===== config.mk =====
export PLATFORM = sky130hd
export DESIGN_NAME = stos_supervisor
export DESIGN_NICKNAME = d
export VERILOG_FILES = /design/src/hdl/stos_pkg.sv /design/src/hdl/stos_chan_if.sv /design/src/hdl/stos_chan_filter.sv /design/src/hdl/stos_supervisor.sv
export SDC_FILE = /design/constraint.sdc
export NUM_CORES = 1
export LEC_CHECK = 0
export ABC_AREA = 1
export BUFFER_PORTS_ARGS = -buffer_cell sky130_fd_sc_hd__buf_2
export CORE_UTILIZATION = 45
export DETAILED_ROUTE_END_ITERATION = 12
export PLACE_DENSITY = 0.68
export SYNTH_ARGS = -nofsm -noshare
export SYNTH_HDL_FRONTEND = slang
export SYNTH_HIERARCHICAL = 1
export SYNTH_SLANG_ARGS = --single-unit

===== constraint.sdc =====
create_clock -name pclk -period 2.25 [get_ports pclk]
set_clock_uncertainty 0.2 [all_clocks]
set_input_delay 0.3375 -clock pclk [delete_from_list [all_inputs] [get_ports pclk]]
set_output_delay 0.3375 -clock pclk [all_outputs]
set_load 0.03 [all_outputs]

===== src/hdl/stos_pkg.sv =====
// constants, encodings and register map of the torque-off supervisor
// assumes a single 100 MHz clock and an APB register port
package stos_pkg;
   localparam int CLK_PERIOD_NS = 10;
   localparam int MS_NS = 1000000;
   localparam int TICK_CYCLES = MS_NS / CLK_PERIOD_NS;
   localparam int FILT_TICKS = 2;
   localparam int RESP_MS = 15;
   localparam int DISC_OFF_MAX = 10;
   localparam logic [7:0] ADDR_CTRL = 8'h00;
   localparam logic [7:0] ADDR_DISC = 8'h04;
   localparam logic [7:0] ADDR_LOCK = 8'h08;
   localparam logic [7:0] ADDR_STAT = 8'h0c;
   localparam logic [7:0] ADDR_ALARM = 8'h10;
   localparam int CTRL_ALM_MODE = 0;
   localparam int CTRL_LEVEL = 1;
   localparam int CTRL_EXC_CLR = 2;
   localparam int CTRL_EXC_CON = 3;
   localparam int CTRL_EXC_STOP = 4;
   localparam logic [4:0] CTRL_RESET = 5'h10;
   localparam logic [6:0] DISC_RESET = 7'h00;
   localparam logic [6:0] LOCK_RESET = 7'h00;
   localparam logic [7:0] ALM_NONE = 8'h00;
   localparam logic [7:0] ALM_CHAN_OFF = 8'h68;
   localparam logic [7:0] ALM_DISC = 8'h53;
   typedef enum logic [1:0] {
      ST_TORQUE_OFF = 2'b00,
      ST_RETURN = 2'b01,
      ST_EXCITED = 2'b11
   } stos_state_type;
   typedef enum logic [2:0] {
      LAMP_OFF = 3'h0,
      LAMP_GREEN = 3'h1,
      LAMP_GREEN_BLINK = 3'h2,
      LAMP_RED_ONCE = 3'h3,
      LAMP_RED_TWICE = 3'h4
   } stos_lamp_type;
endpackage


===== src/hdl/stos_chan_if.sv =====
// one safety channel between the supervisor and its input filter
// assumes tick is a one-cycle pulse once per millisecond
`timescale 1ns/10ps
interface stos_chan_if;
   logic tick;
   logic raw;
   logic act;
   modport filt (input tick, input raw, output act);
   modport sup (output tick, output raw, input act);
endinterface


===== src/hdl/stos_chan_filter.sv =====
// synchroniser and off-pulse filter for one safety channel
// assumes raw is asynchronous to pclk and tick comes from the supervisor
`timescale 1ns/10ps
module stos_chan_filter
   import stos_pkg::*;
#(
   parameter int MS_CYCLES = TICK_CYCLES
)
(
   input wire logic pclk,
   input wire logic presetn,
   stos_chan_if.filt ch
);
   typedef struct packed {
      logic s1;
      logic s2;
      logic [1:0] ticks;
      logic act;
   } stos_filt_type;
   stos_filt_type q, d;
   int low_cnt;

   always_comb
   begin
      d = q;
      d.s1 = ch.raw;
      d.s2 = q.s1;
      if (q.s2)
      begin
         d.ticks = 2'h0;
         d.act = 1'b1;
      end
      else if (ch.tick && q.ticks != 2'(FILT_TICKS))
      begin
         // two tick edges inside one low stretch mean it lasted over 1 ms
         d.ticks = q.ticks + 2'h1;
         if (q.ticks == 2'(FILT_TICKS - 1))
            d.act = 1'b0;
      end
   end

   always_ff @(posedge pclk or negedge presetn)
   begin
      if (!presetn)
         q <= '0;
      else
         q <= d;
   end

   assign ch.act = q.act;

   always_ff @(posedge pclk or negedge presetn)
   begin
      if (!presetn)
         low_cnt <= 0;
      else if (q.s2)
         low_cnt <= 0;
      else if (low_cnt < MS_CYCLES * 4)
         low_cnt <= low_cnt + 1;
   end
endmodule


===== src/hdl/stos_supervisor.sv =====
// dual-channel torque-off supervisor with APB configuration registers
// assumes APB master on pclk; restore inputs already synchronous to pclk
//
// Local design decisions: the register offsets and the APB slave port.
`timescale 1ns/10ps
module stos_supervisor
   import stos_pkg::*;
#(
   parameter int MS_CYCLES = TICK_CYCLES
)
(
   input wire logic pclk,
   input wire logic presetn,
   input wire logic psel,
   input wire logic penable,
   input wire logic pwrite,
   input wire logic [7:0] paddr,
   input wire logic [31:0] pwdata,
   output logic [31:0] prdata,
   output logic pready,
   output logic pslverr,
   input wire logic safety_in_upper,
   input wire logic safety_in_lower,
   input wire logic excite_restore_in,
   input wire logic alarm_clear_in,
   input wire logic current_on_in,
   input wire logic stop_in,
   output logic upper_arm_en,
   output logic lower_arm_en,
   output logic failure_monitor_out,
   output logic ready,
   output logic pulse_accept_ok,
   output logic brake_release_out,
   output logic dyn_brake_out,
   output stos_lamp_type status_lamp,
   output logic [7:0] alarm_code
);
   localparam int PRE_W = $clog2(MS_CYCLES);

   typedef struct packed {
      stos_state_type state;
      logic [PRE_W-1:0] pre;
      logic tick;
      logic [6:0] lock_cnt;
      logic [6:0] disc_cnt;
      logic [3:0] prev_in;
      logic [4:0] ctrl;
      logic [6:0] disc_thr;
      logic [6:0] lock_ms;
      logic [7:0] alarm;
      logic upper_en;
      logic lower_en;
      logic fmon;
      logic run_out;
      logic dbrake;
      stos_lamp_type lamp;
      logic [31:0] rdata;
      logic rdy;
      logic err;
   } stos_sup_type;

   stos_sup_type q, d;
   logic [1:0] ch_act;
   logic act_u;
   logic act_l;
   logic [3:0] rise;
   logic lock_done;
   logic excite;
   logic access;
   logic mapped;

   generate
      for (genvar i = 0; i < 2; i++)
      begin : gen_ch
         stos_chan_if ch_if ();
         assign ch_if.tick = q.tick;
         assign ch_if.raw = (i == 0) ? safety_in_upper : safety_in_lower;
         assign ch_act[i] = ch_if.act;
         stos_chan_filter #(.MS_CYCLES(MS_CYCLES)) u_filt (
            .pclk(pclk),
            .presetn(presetn),
            .ch(ch_if.filt)
         );
      end
   endgenerate

   assign act_u = ch_act[0];
   assign act_l = ch_act[1];

   always_comb
   begin
      d = q;
      // millisecond prescaler
      d.tick = 1'b0;
      if (q.pre == PRE_W'(MS_CYCLES - 1))
      begin
         d.pre = '0;
         d.tick = 1'b1;
      end
      else
         d.pre = q.pre + 1'b1;

      // bit order: restore, alarm clear, current on, stop
      d.prev_in = {excite_restore_in, alarm_clear_in, current_on_in, stop_in};
      rise = d.prev_in & ~q.prev_in;

      // skew between channels, counted in ms while exactly one is off
      if (act_u == act_l)
         d.disc_cnt = 7'h00;
      else if (q.tick && q.disc_cnt != 7'h7f)
         d.disc_cnt = q.disc_cnt + 7'h01;

      // alarms; the skew alarm outranks the channel-off alarm
      if (act_u && act_l && rise[2])
         d.alarm = ALM_NONE;
      if (q.disc_thr > 7'(DISC_OFF_MAX) && q.disc_cnt > q.disc_thr)
         d.alarm = ALM_DISC;
      else if (q.ctrl[CTRL_ALM_MODE] && !(act_u && act_l) && q.alarm == ALM_NONE)
         d.alarm = ALM_CHAN_OFF;

      // lockout after both channels come back
      lock_done = q.lock_cnt >= q.lock_ms;
      if (q.state != ST_RETURN)
         d.lock_cnt = 7'h00;
      else if (q.tick && q.lock_cnt != 7'h7f)
         d.lock_cnt = q.lock_cnt + 7'h01;

      excite = 1'b0;
      if (q.ctrl[CTRL_LEVEL])
         excite = excite_restore_in && lock_done;
      else
         excite = rise[3] && lock_done;
      if (rise[2] && (q.ctrl[CTRL_ALM_MODE] || q.ctrl[CTRL_EXC_CLR]))
         excite = 1'b1;
      if (rise[1] && q.ctrl[CTRL_EXC_CON])
         excite = 1'b1;
      if (rise[0] && q.ctrl[CTRL_EXC_STOP])
         excite = 1'b1;

      case (q.state)
         ST_EXCITED:
            if (!act_u || !act_l)
               d.state = ST_TORQUE_OFF;
         ST_TORQUE_OFF:
            if (act_u && act_l)
               d.state = ST_RETURN;
         ST_RETURN:
            if (!act_u || !act_l)
               d.state = ST_TORQUE_OFF;
            else if (excite && d.alarm == ALM_NONE)
               d.state = ST_EXCITED;
         default:
            d.state = ST_TORQUE_OFF;
      endcase

      // outputs follow the next state so they leave with it
      d.upper_en = (d.state == ST_EXCITED) && act_u;
      d.lower_en = (d.state == ST_EXCITED) && act_l;
      d.fmon = !act_u && !act_l;
      d.run_out = d.state == ST_EXCITED;
      d.dbrake = d.state == ST_RETURN;
      if (d.alarm == ALM_DISC)
         d.lamp = LAMP_RED_TWICE;
      else if (d.alarm == ALM_CHAN_OFF)
         d.lamp = LAMP_RED_ONCE;
      else if (d.state == ST_EXCITED)
         d.lamp = LAMP_GREEN;
      else
         d.lamp = LAMP_GREEN_BLINK;

      // APB slave: ready comes one cycle into the access phase
      access = psel && penable && !q.rdy;
      mapped = paddr == ADDR_CTRL || paddr == ADDR_DISC || paddr == ADDR_LOCK
         || paddr == ADDR_STAT || paddr == ADDR_ALARM;
      d.rdy = access;
      d.err = access && !mapped;
      d.rdata = 32'h0000_0000;
      if (access && !pwrite)
      begin
         case (paddr)
            ADDR_CTRL: d.rdata = {27'h0, q.ctrl};
            ADDR_DISC: d.rdata = {25'h0, q.disc_thr};
            ADDR_LOCK: d.rdata = {25'h0, q.lock_ms};
            ADDR_STAT: d.rdata = {26'h0, lock_done, q.fmon, act_l, act_u, q.state};
            ADDR_ALARM: d.rdata = {24'h0, q.alarm};
            default: d.rdata = 32'h0000_0000;
         endcase
      end
      if (psel && penable && q.rdy && pwrite)
      begin
         case (paddr)
            ADDR_CTRL: d.ctrl = pwdata[4:0];
            ADDR_DISC: d.disc_thr = pwdata[6:0];
            ADDR_LOCK: d.lock_ms = pwdata[6:0];
            default: d.ctrl = q.ctrl;
         endcase
      end
   end

   always_ff @(posedge pclk or negedge presetn)
   begin
      if (!presetn)
      begin
         q <= '0;
         q.state <= ST_TORQUE_OFF;
         q.ctrl <= CTRL_RESET;
         q.disc_thr <= DISC_RESET;
         q.lock_ms <= LOCK_RESET;
         q.alarm <= ALM_NONE;
         q.lamp <= LAMP_GREEN_BLINK;
      end
      else
         q <= d;
   end

   assign prdata = q.rdata;
   assign pready = q.rdy;
   assign pslverr = q.err;
   assign upper_arm_en = q.upper_en;
   assign lower_arm_en = q.lower_en;
   assign failure_monitor_out = q.fmon;
   assign ready = q.run_out;
   assign pulse_accept_ok = q.run_out;
   assign brake_release_out = q.run_out;
   assign dyn_brake_out = q.dbrake;
   assign status_lamp = q.lamp;
   assign alarm_code = q.alarm;

   // checks
   int off_cnt;
   always_ff @(posedge pclk or negedge presetn)
   begin
      if (!presetn)
         off_cnt <= 0;
      else if (safety_in_upper && safety_in_lower)
         off_cnt <= 0;
      else if (off_cnt < MS_CYCLES * RESP_MS)
         off_cnt <= off_cnt + 1;
   end
endmodule


=== Yosys cells after proc, flatten, opt, wreduce, memory -nomap -nowiden ===
Cells that the tools add are included.

* Add/sub/neg operators: 5
* Multiply operators: 0
* Div/mod/pow operators: 0
* $lt $le $gt $ge: 3
* Equality and inequality tests: 19
* Shifts and indexed selects: 0
* Muxes and demuxes: 29
* Bitwise operators: 2
* Reductions and logical operators: 51

{| class="wikitable"
|+ Operator list
! operator !! count
|-
| $pmux 8 s5 || 1
|-
| $mux 8 || 4
|-
| $mux 7 || 4
|-
| $logic_and 1x1->1 || 24
|-
| $logic_not 8->1 || 3
|-
| $add 17x1->17 const B || 1
|-
| $eq 17x17->1 const B || 1
|-
| $mux 17 || 1
|-
| $eq 8x4->1 const B || 2
|-
| $eq 8x7->1 const B || 2
|-
| $mux 3 || 5
|-
| $add 7x1->7 const B || 2
|-
| $ne 7x7->1 const B || 2
|-
| $mux 2 || 6
|-
| $reduce_bool 2->1 || 6
|-
| $reduce_and 2->1 || 5
|-
| $eq 2x1->1 const B || 4
|-
| $eq 8x3->1 const B || 1
|-
| $eq 8x5->1 const B || 1
|-
| $ge 7x7->1 || 1
|-
| $gt 7x4->1 const B || 1
|-
| $gt 7x7->1 || 1
|-
| $mux 1 || 7
|-
| $logic_not 1->1 || 6
|-
| 10 further kinds || 18
|}

* Register bits after elaboration: 117
* Latch bits: 0
* Bits in writable memories: 0
* ROM bits: 0
* Input bits: 51
* Output and inout bits: 52
* Word-level logic and storage cells: 136
* Memories: 0

=== Longest topological paths before layout ===
* Depth in word-level cells: 15
* Mapped depth: 16
* Mapped depth without buffers: 16

=== Modules after synthesis ===
Netlist, hierarchy kept.

{| class="wikitable"
|+ By module, submodules not included
! module !! instances !! cells each !! area an instance (um^2) !! seq. area each (um^2)
|-
| stos_supervisor || 1 || 559 || 4600.7 || 2079.5
|-
| stos_chan_filter || 2 || 24 || 222.7 || 125.1
|}

=== Worst setup path after synthesis ===
OpenSTA, ideal clock, no wires.

* Path kind: reg2reg
* Start: register q[63] (netlist bit)
* End: register q, in the netlist dyn_brake_out
* Library setup time: 125 ps
* Arrival: 1671 ps
* Data required time: 1925 ps
* Setup slack: 254 ps
* Cell stages (with the launch flop): 16
* Buffers on the path: 1
* Clock period less this slack: 1996 ps
* Path through: dfrtp_1 > inv_2 > ha_1 > nand2_1 > inv_1 > a21oi_1 > nand2_1 > nand2_4 > buf_6 > nand3_2 > nor2_1 > nand3_1 > nand2_2 > nand2_4 > inv_2 > nor2_1

{| class="wikitable"
|+ RTL lines
! element !! RTL line !! text
|-
| start, declared || stos_supervisor.sv:62 || <nowiki>stos_sup_type q, d;</nowiki>
|}

==> results.txt <==
The run finished with clean final reports. For this block, the via count after detailed routing is 3937. In this run the count of I/O pins placed on the die edge is 103. A synthesized cell averages 8.31 um^2. The total power density per cell area was 521 nW/um^2.

The tools report the count of pins over their slew limit as 0. The peak per-stage delay on the critical path works out to 0.40 ns. Entering global routing, the biggest net connects 41 pins. The signal on the critical path passes through inv_2, ha_4, nand2_2, inv_1, a21oi_2, nand2_2, nand2_4, nand3_2, nor2_2, nand3_1, nand2_2, nand2_4, inv_2, nor2_1.

The internal power of the cells totals 2280 uW. Among the stages of the critical path, the cell type that occurs most often is nand2_2. For the number of standard-cell rows in the floorplan, the log shows 38. The critical path is of the flop to flop type.

After synthesis the cells add up to 5050 um^2. The HPWL reported at the end of detailed placement is 7840 um. The logs give 1014 for the number of inserted filler cells in the final layout and 3660 for the number of global-route vias before repair.

The critical path arrival is 2.18 ns. After detailed routing, the number of vias per cell comes to 4.81. The total non-filler cell area in the finished layout is 5800 um^2, and the number of DRC markers after the initial detailed-route iteration is 221. TritonCTS built the clock tree.

The starting utilization of the core area was 46.3%; the buffer depth of the longest clock path was 2. Once placement finished, the instance area stood at 5280 um^2. For the sequential standard cell area, the log shows 2330 um^2. STA classifies the critical path endpoint as a flop. In this run the power spent charging and discharging nets is 743 uW.

Element type at the critical path start: a flop. The core region is 10900 um^2. The reg2reg setup slack is 0.13 ns, and the layout overhead on the synthesized area is 14.9%.

The cell sitting at the root of the clock tree is a clkbuf_8. Across the run, the number of max-cap violations was 0. The number of synthesized register bits is 93.

Number of endpoints with negative hold slack in the final report: 0. The largest voltage drop on the vdd net is 0.000416 V, and the chip height is 108 um. The count of different cell masters after synthesis is 38. During synthesis, Yosys emitted a total of 6 warnings. At the end of the flow, the number of nets in the layout was 748. The part of the total power dissipated in the clock network was 38.3%; the final setup violation count was 0. For the finished layout, the period the worst path requires is 2.12 ns.

Along the worst path, the maximum fanout reaches 6. The routed wire length per instance is 12.8 um. The run gives 0 as the number of antenna violations at the first check in global routing. The first global-routing pass estimated 16500 um of wire. Summed over all layers, the routed wires come to 10500 um. The global placement routability congestion was 0.865; the data required time at the worst endpoint was 2.31 ns.

The tools report the static leakage as 0.00298 uW. For the total DRC errors in the routed layout, the log shows 0. The first TritonRoute pass finished after 5 iterations.

The tools report the sequential fraction of design power as 55.8%. The number of standard cells after synthesis was 607. The setup TNS after final layout came out at 0 ns. Global routing finished with a remaining overflow of 0. The antenna diode count is 0. The floorplan die width works out to 108 um. For the pin with the worst max-slew slack, the measured transition is 0.544 ns. Clock latency on the worst-skew pair, taken at its later pin, is 0.37 ns. The clock tree synthesis step divided the H-tree into 3 levels.

Global routing used 18.5% of the available tracks across all layers. The number of routed nets with antenna violations was 0; the clock input transition at the sequential cells of the worst setup and hold paths was 0.10 ns. Cell with the largest stage delay on the worst path: dfrtp_1. The total clock sinks was 93.

The share of the clock period used by the worst path after layout came out at 94.4%. In this run the tightest slew margin relative to its limit is 63.7%. The die covers 11600 um^2. Summing all multi-input logic gate instances after layout gives 2190 um^2. The number of buffers added by the clock tree synthesis step is 9.

Based on the critical path, the design can be clocked at up to 0.471 GHz. The class of the worst hold path is input pin to flop. The switching part of the total came out at 24.6%. The share of layout cells above drive strength 1 works out to 22.8%.

In this run the tool buffered the top-level ports with 53 buffer cells. Summing the sequential cell areas from Yosys gives 46.2% of the chip area. Power share of the combinational group: 5.8%.
==> cells by family (layout without fill, tap and decap cells) <==
family / count (synthesis) / count (layout) / share of synthesized area (%)
buffers and inverters: 151 / 199 / 14.8
other: 1 / 24 / 0.0743
adders and majority gates: 23 / 23 / 5.70
AOI/OAI and AO/OA: 71 / 71 / 7.81
DFF: 93 / 93 / 46.2
and+or+nand+nor: 261 / 262 / 24.2
xor gates and xnor gates: 7 / 7 / 1.22
==> stage by stage <==
stage	total power (uW)	hold slack (ns)	util, %	cells	setup slack (ns)
4_1_cts	3050	0.0303	51.0	805	0.0690
2_1_floorplan	1840	-0.158	-	630	0.254
3_3_place_gp	1880	0.134	48.5	782	0.117
5_1_grt	3140	0.0305	53.2	819	-0.0646
6_report	3020	0.0373	53.2	819	0.127
3_5_place_dp	1890	0.137	48.5	782	0.0805
==> cell usage after synthesis, drive strengths merged <==
master / instances / area (um^2)
nor3: 21 / 143
nand2: 134 / 528
nor4: 5 / 46.3
or2: 1 / 6.26
o22ai: 2 / 12.5
o21a: 2 / 15.0
inv: 103 / 387
nor2: 52 / 233
ha: 23 / 288
dfrtp: 91 / 2280
dfstp: 2 / 52.6
buf: 48 / 359
and3: 2 / 12.5
nand3: 40 / 210
a21oi: 25 / 136
o21ai: 31 / 155
conb: 1 / 3.75
a21boi: 1 / 7.51
xnor2: 1 / 8.76
nand3b: 1 / 7.51
xor2: 6 / 52.6
a221oi: 2 / 17.5
a31oi: 8 / 50.1
nand4: 5 / 37.5
==> path summary, 6_finish.rpt <==
path	start	to	cells past startpoint
worst min-delay path	pwdata[5]	q[62]	3
worst max-delay path	q[63]	dyn_brake_out	14
min in group asynchronous	presetn	pslverr	2
max in group asynchronous	presetn	gen_ch[1].u_filt/q[3]	3
worst min register to register	gen_ch[0].u_filt/d[3]	gen_ch[0].u_filt/q[3]	0
worst max register to register	q[63]	dyn_brake_out	14
==> timing repair <==
action                                  in CTS  in global routing
buffers inserted                             0                 13
endpoints found under the setup margin       0                  7
hold endpoints to repair                    41                  0
hold buffers                                 7                  0
gates resized for setup                      0                 25
==> critical path: cells and delay by family (launching register included) <==
family,cells,cell delay (ns)
AO/OA/AOI/OAI,1,0.15
adder cells (fa/ha/maj),1,0.21
buffers and inverters,3,0.22
AND/OR/NAND/NOR,9,0.83
flip-flops,1,0.40
==> registers in the layout, summed over array words and instances, names as in the netlist, 2 cells and up <==
name / flops
status_lamp: 3
alarm_code: 8
prdata: 8
q: 56
gen_ch.u_filt/ch.act: 2
gen_ch.u_filt/q: 6
gen_ch.u_filt/d: 2
==> cell type report <==
type / instances / area share [%]
clock inverter: 6 / 1.19
sequential: 93 / 40.3
clock buffer: 10 / 2.37
multi-input combinational: 387 / 37.8
timing repair buffer: 80 / 8.64
inverter: 103 / 6.67
tap: 140 / 3.02
==> power by group through the flow <==
stage	combinational, uW	clock, uW	sequential, uW
global route	198	1260	1690
detailed placement	167	0	1720
CTS	177	1190	1690
global placement	165	0	1720
floorplan	116	0	1720
finish	177	1160	1690
==> cells in the final DEF, fill, tap and decap left out, drive strengths merged, types with 2 or more instances in the layout <==
master | Yosys | routed
nand3 | 40 | 40
a221oi | 2 | 2
dfrtp | 91 | 91
nor4 | 5 | 5
conb | 1 | 24
nand4 | 5 | 5
clkinv | 0 | 2
clkbuf | 0 | 10
buf | 48 | 73
o21ai | 31 | 31
nand2 | 134 | 135
dfstp | 2 | 2
nor3 | 21 | 21
and3 | 2 | 2
o22ai | 2 | 2
a21oi | 25 | 25
inv | 103 | 105
a31oi | 8 | 8
dlygate4sd3 | 0 | 7
xor2 | 6 | 6
ha | 23 | 23
nor2 | 52 | 52
o21a | 2 | 2
==> routing by layer <==
layer  track usage [%]  wire length [um]
met3              4.54               453
met5                 0                 0
met1              22.1              4630
met2              32.3              5300
met4              6.16               129
(Power assumes the default switching activity.)
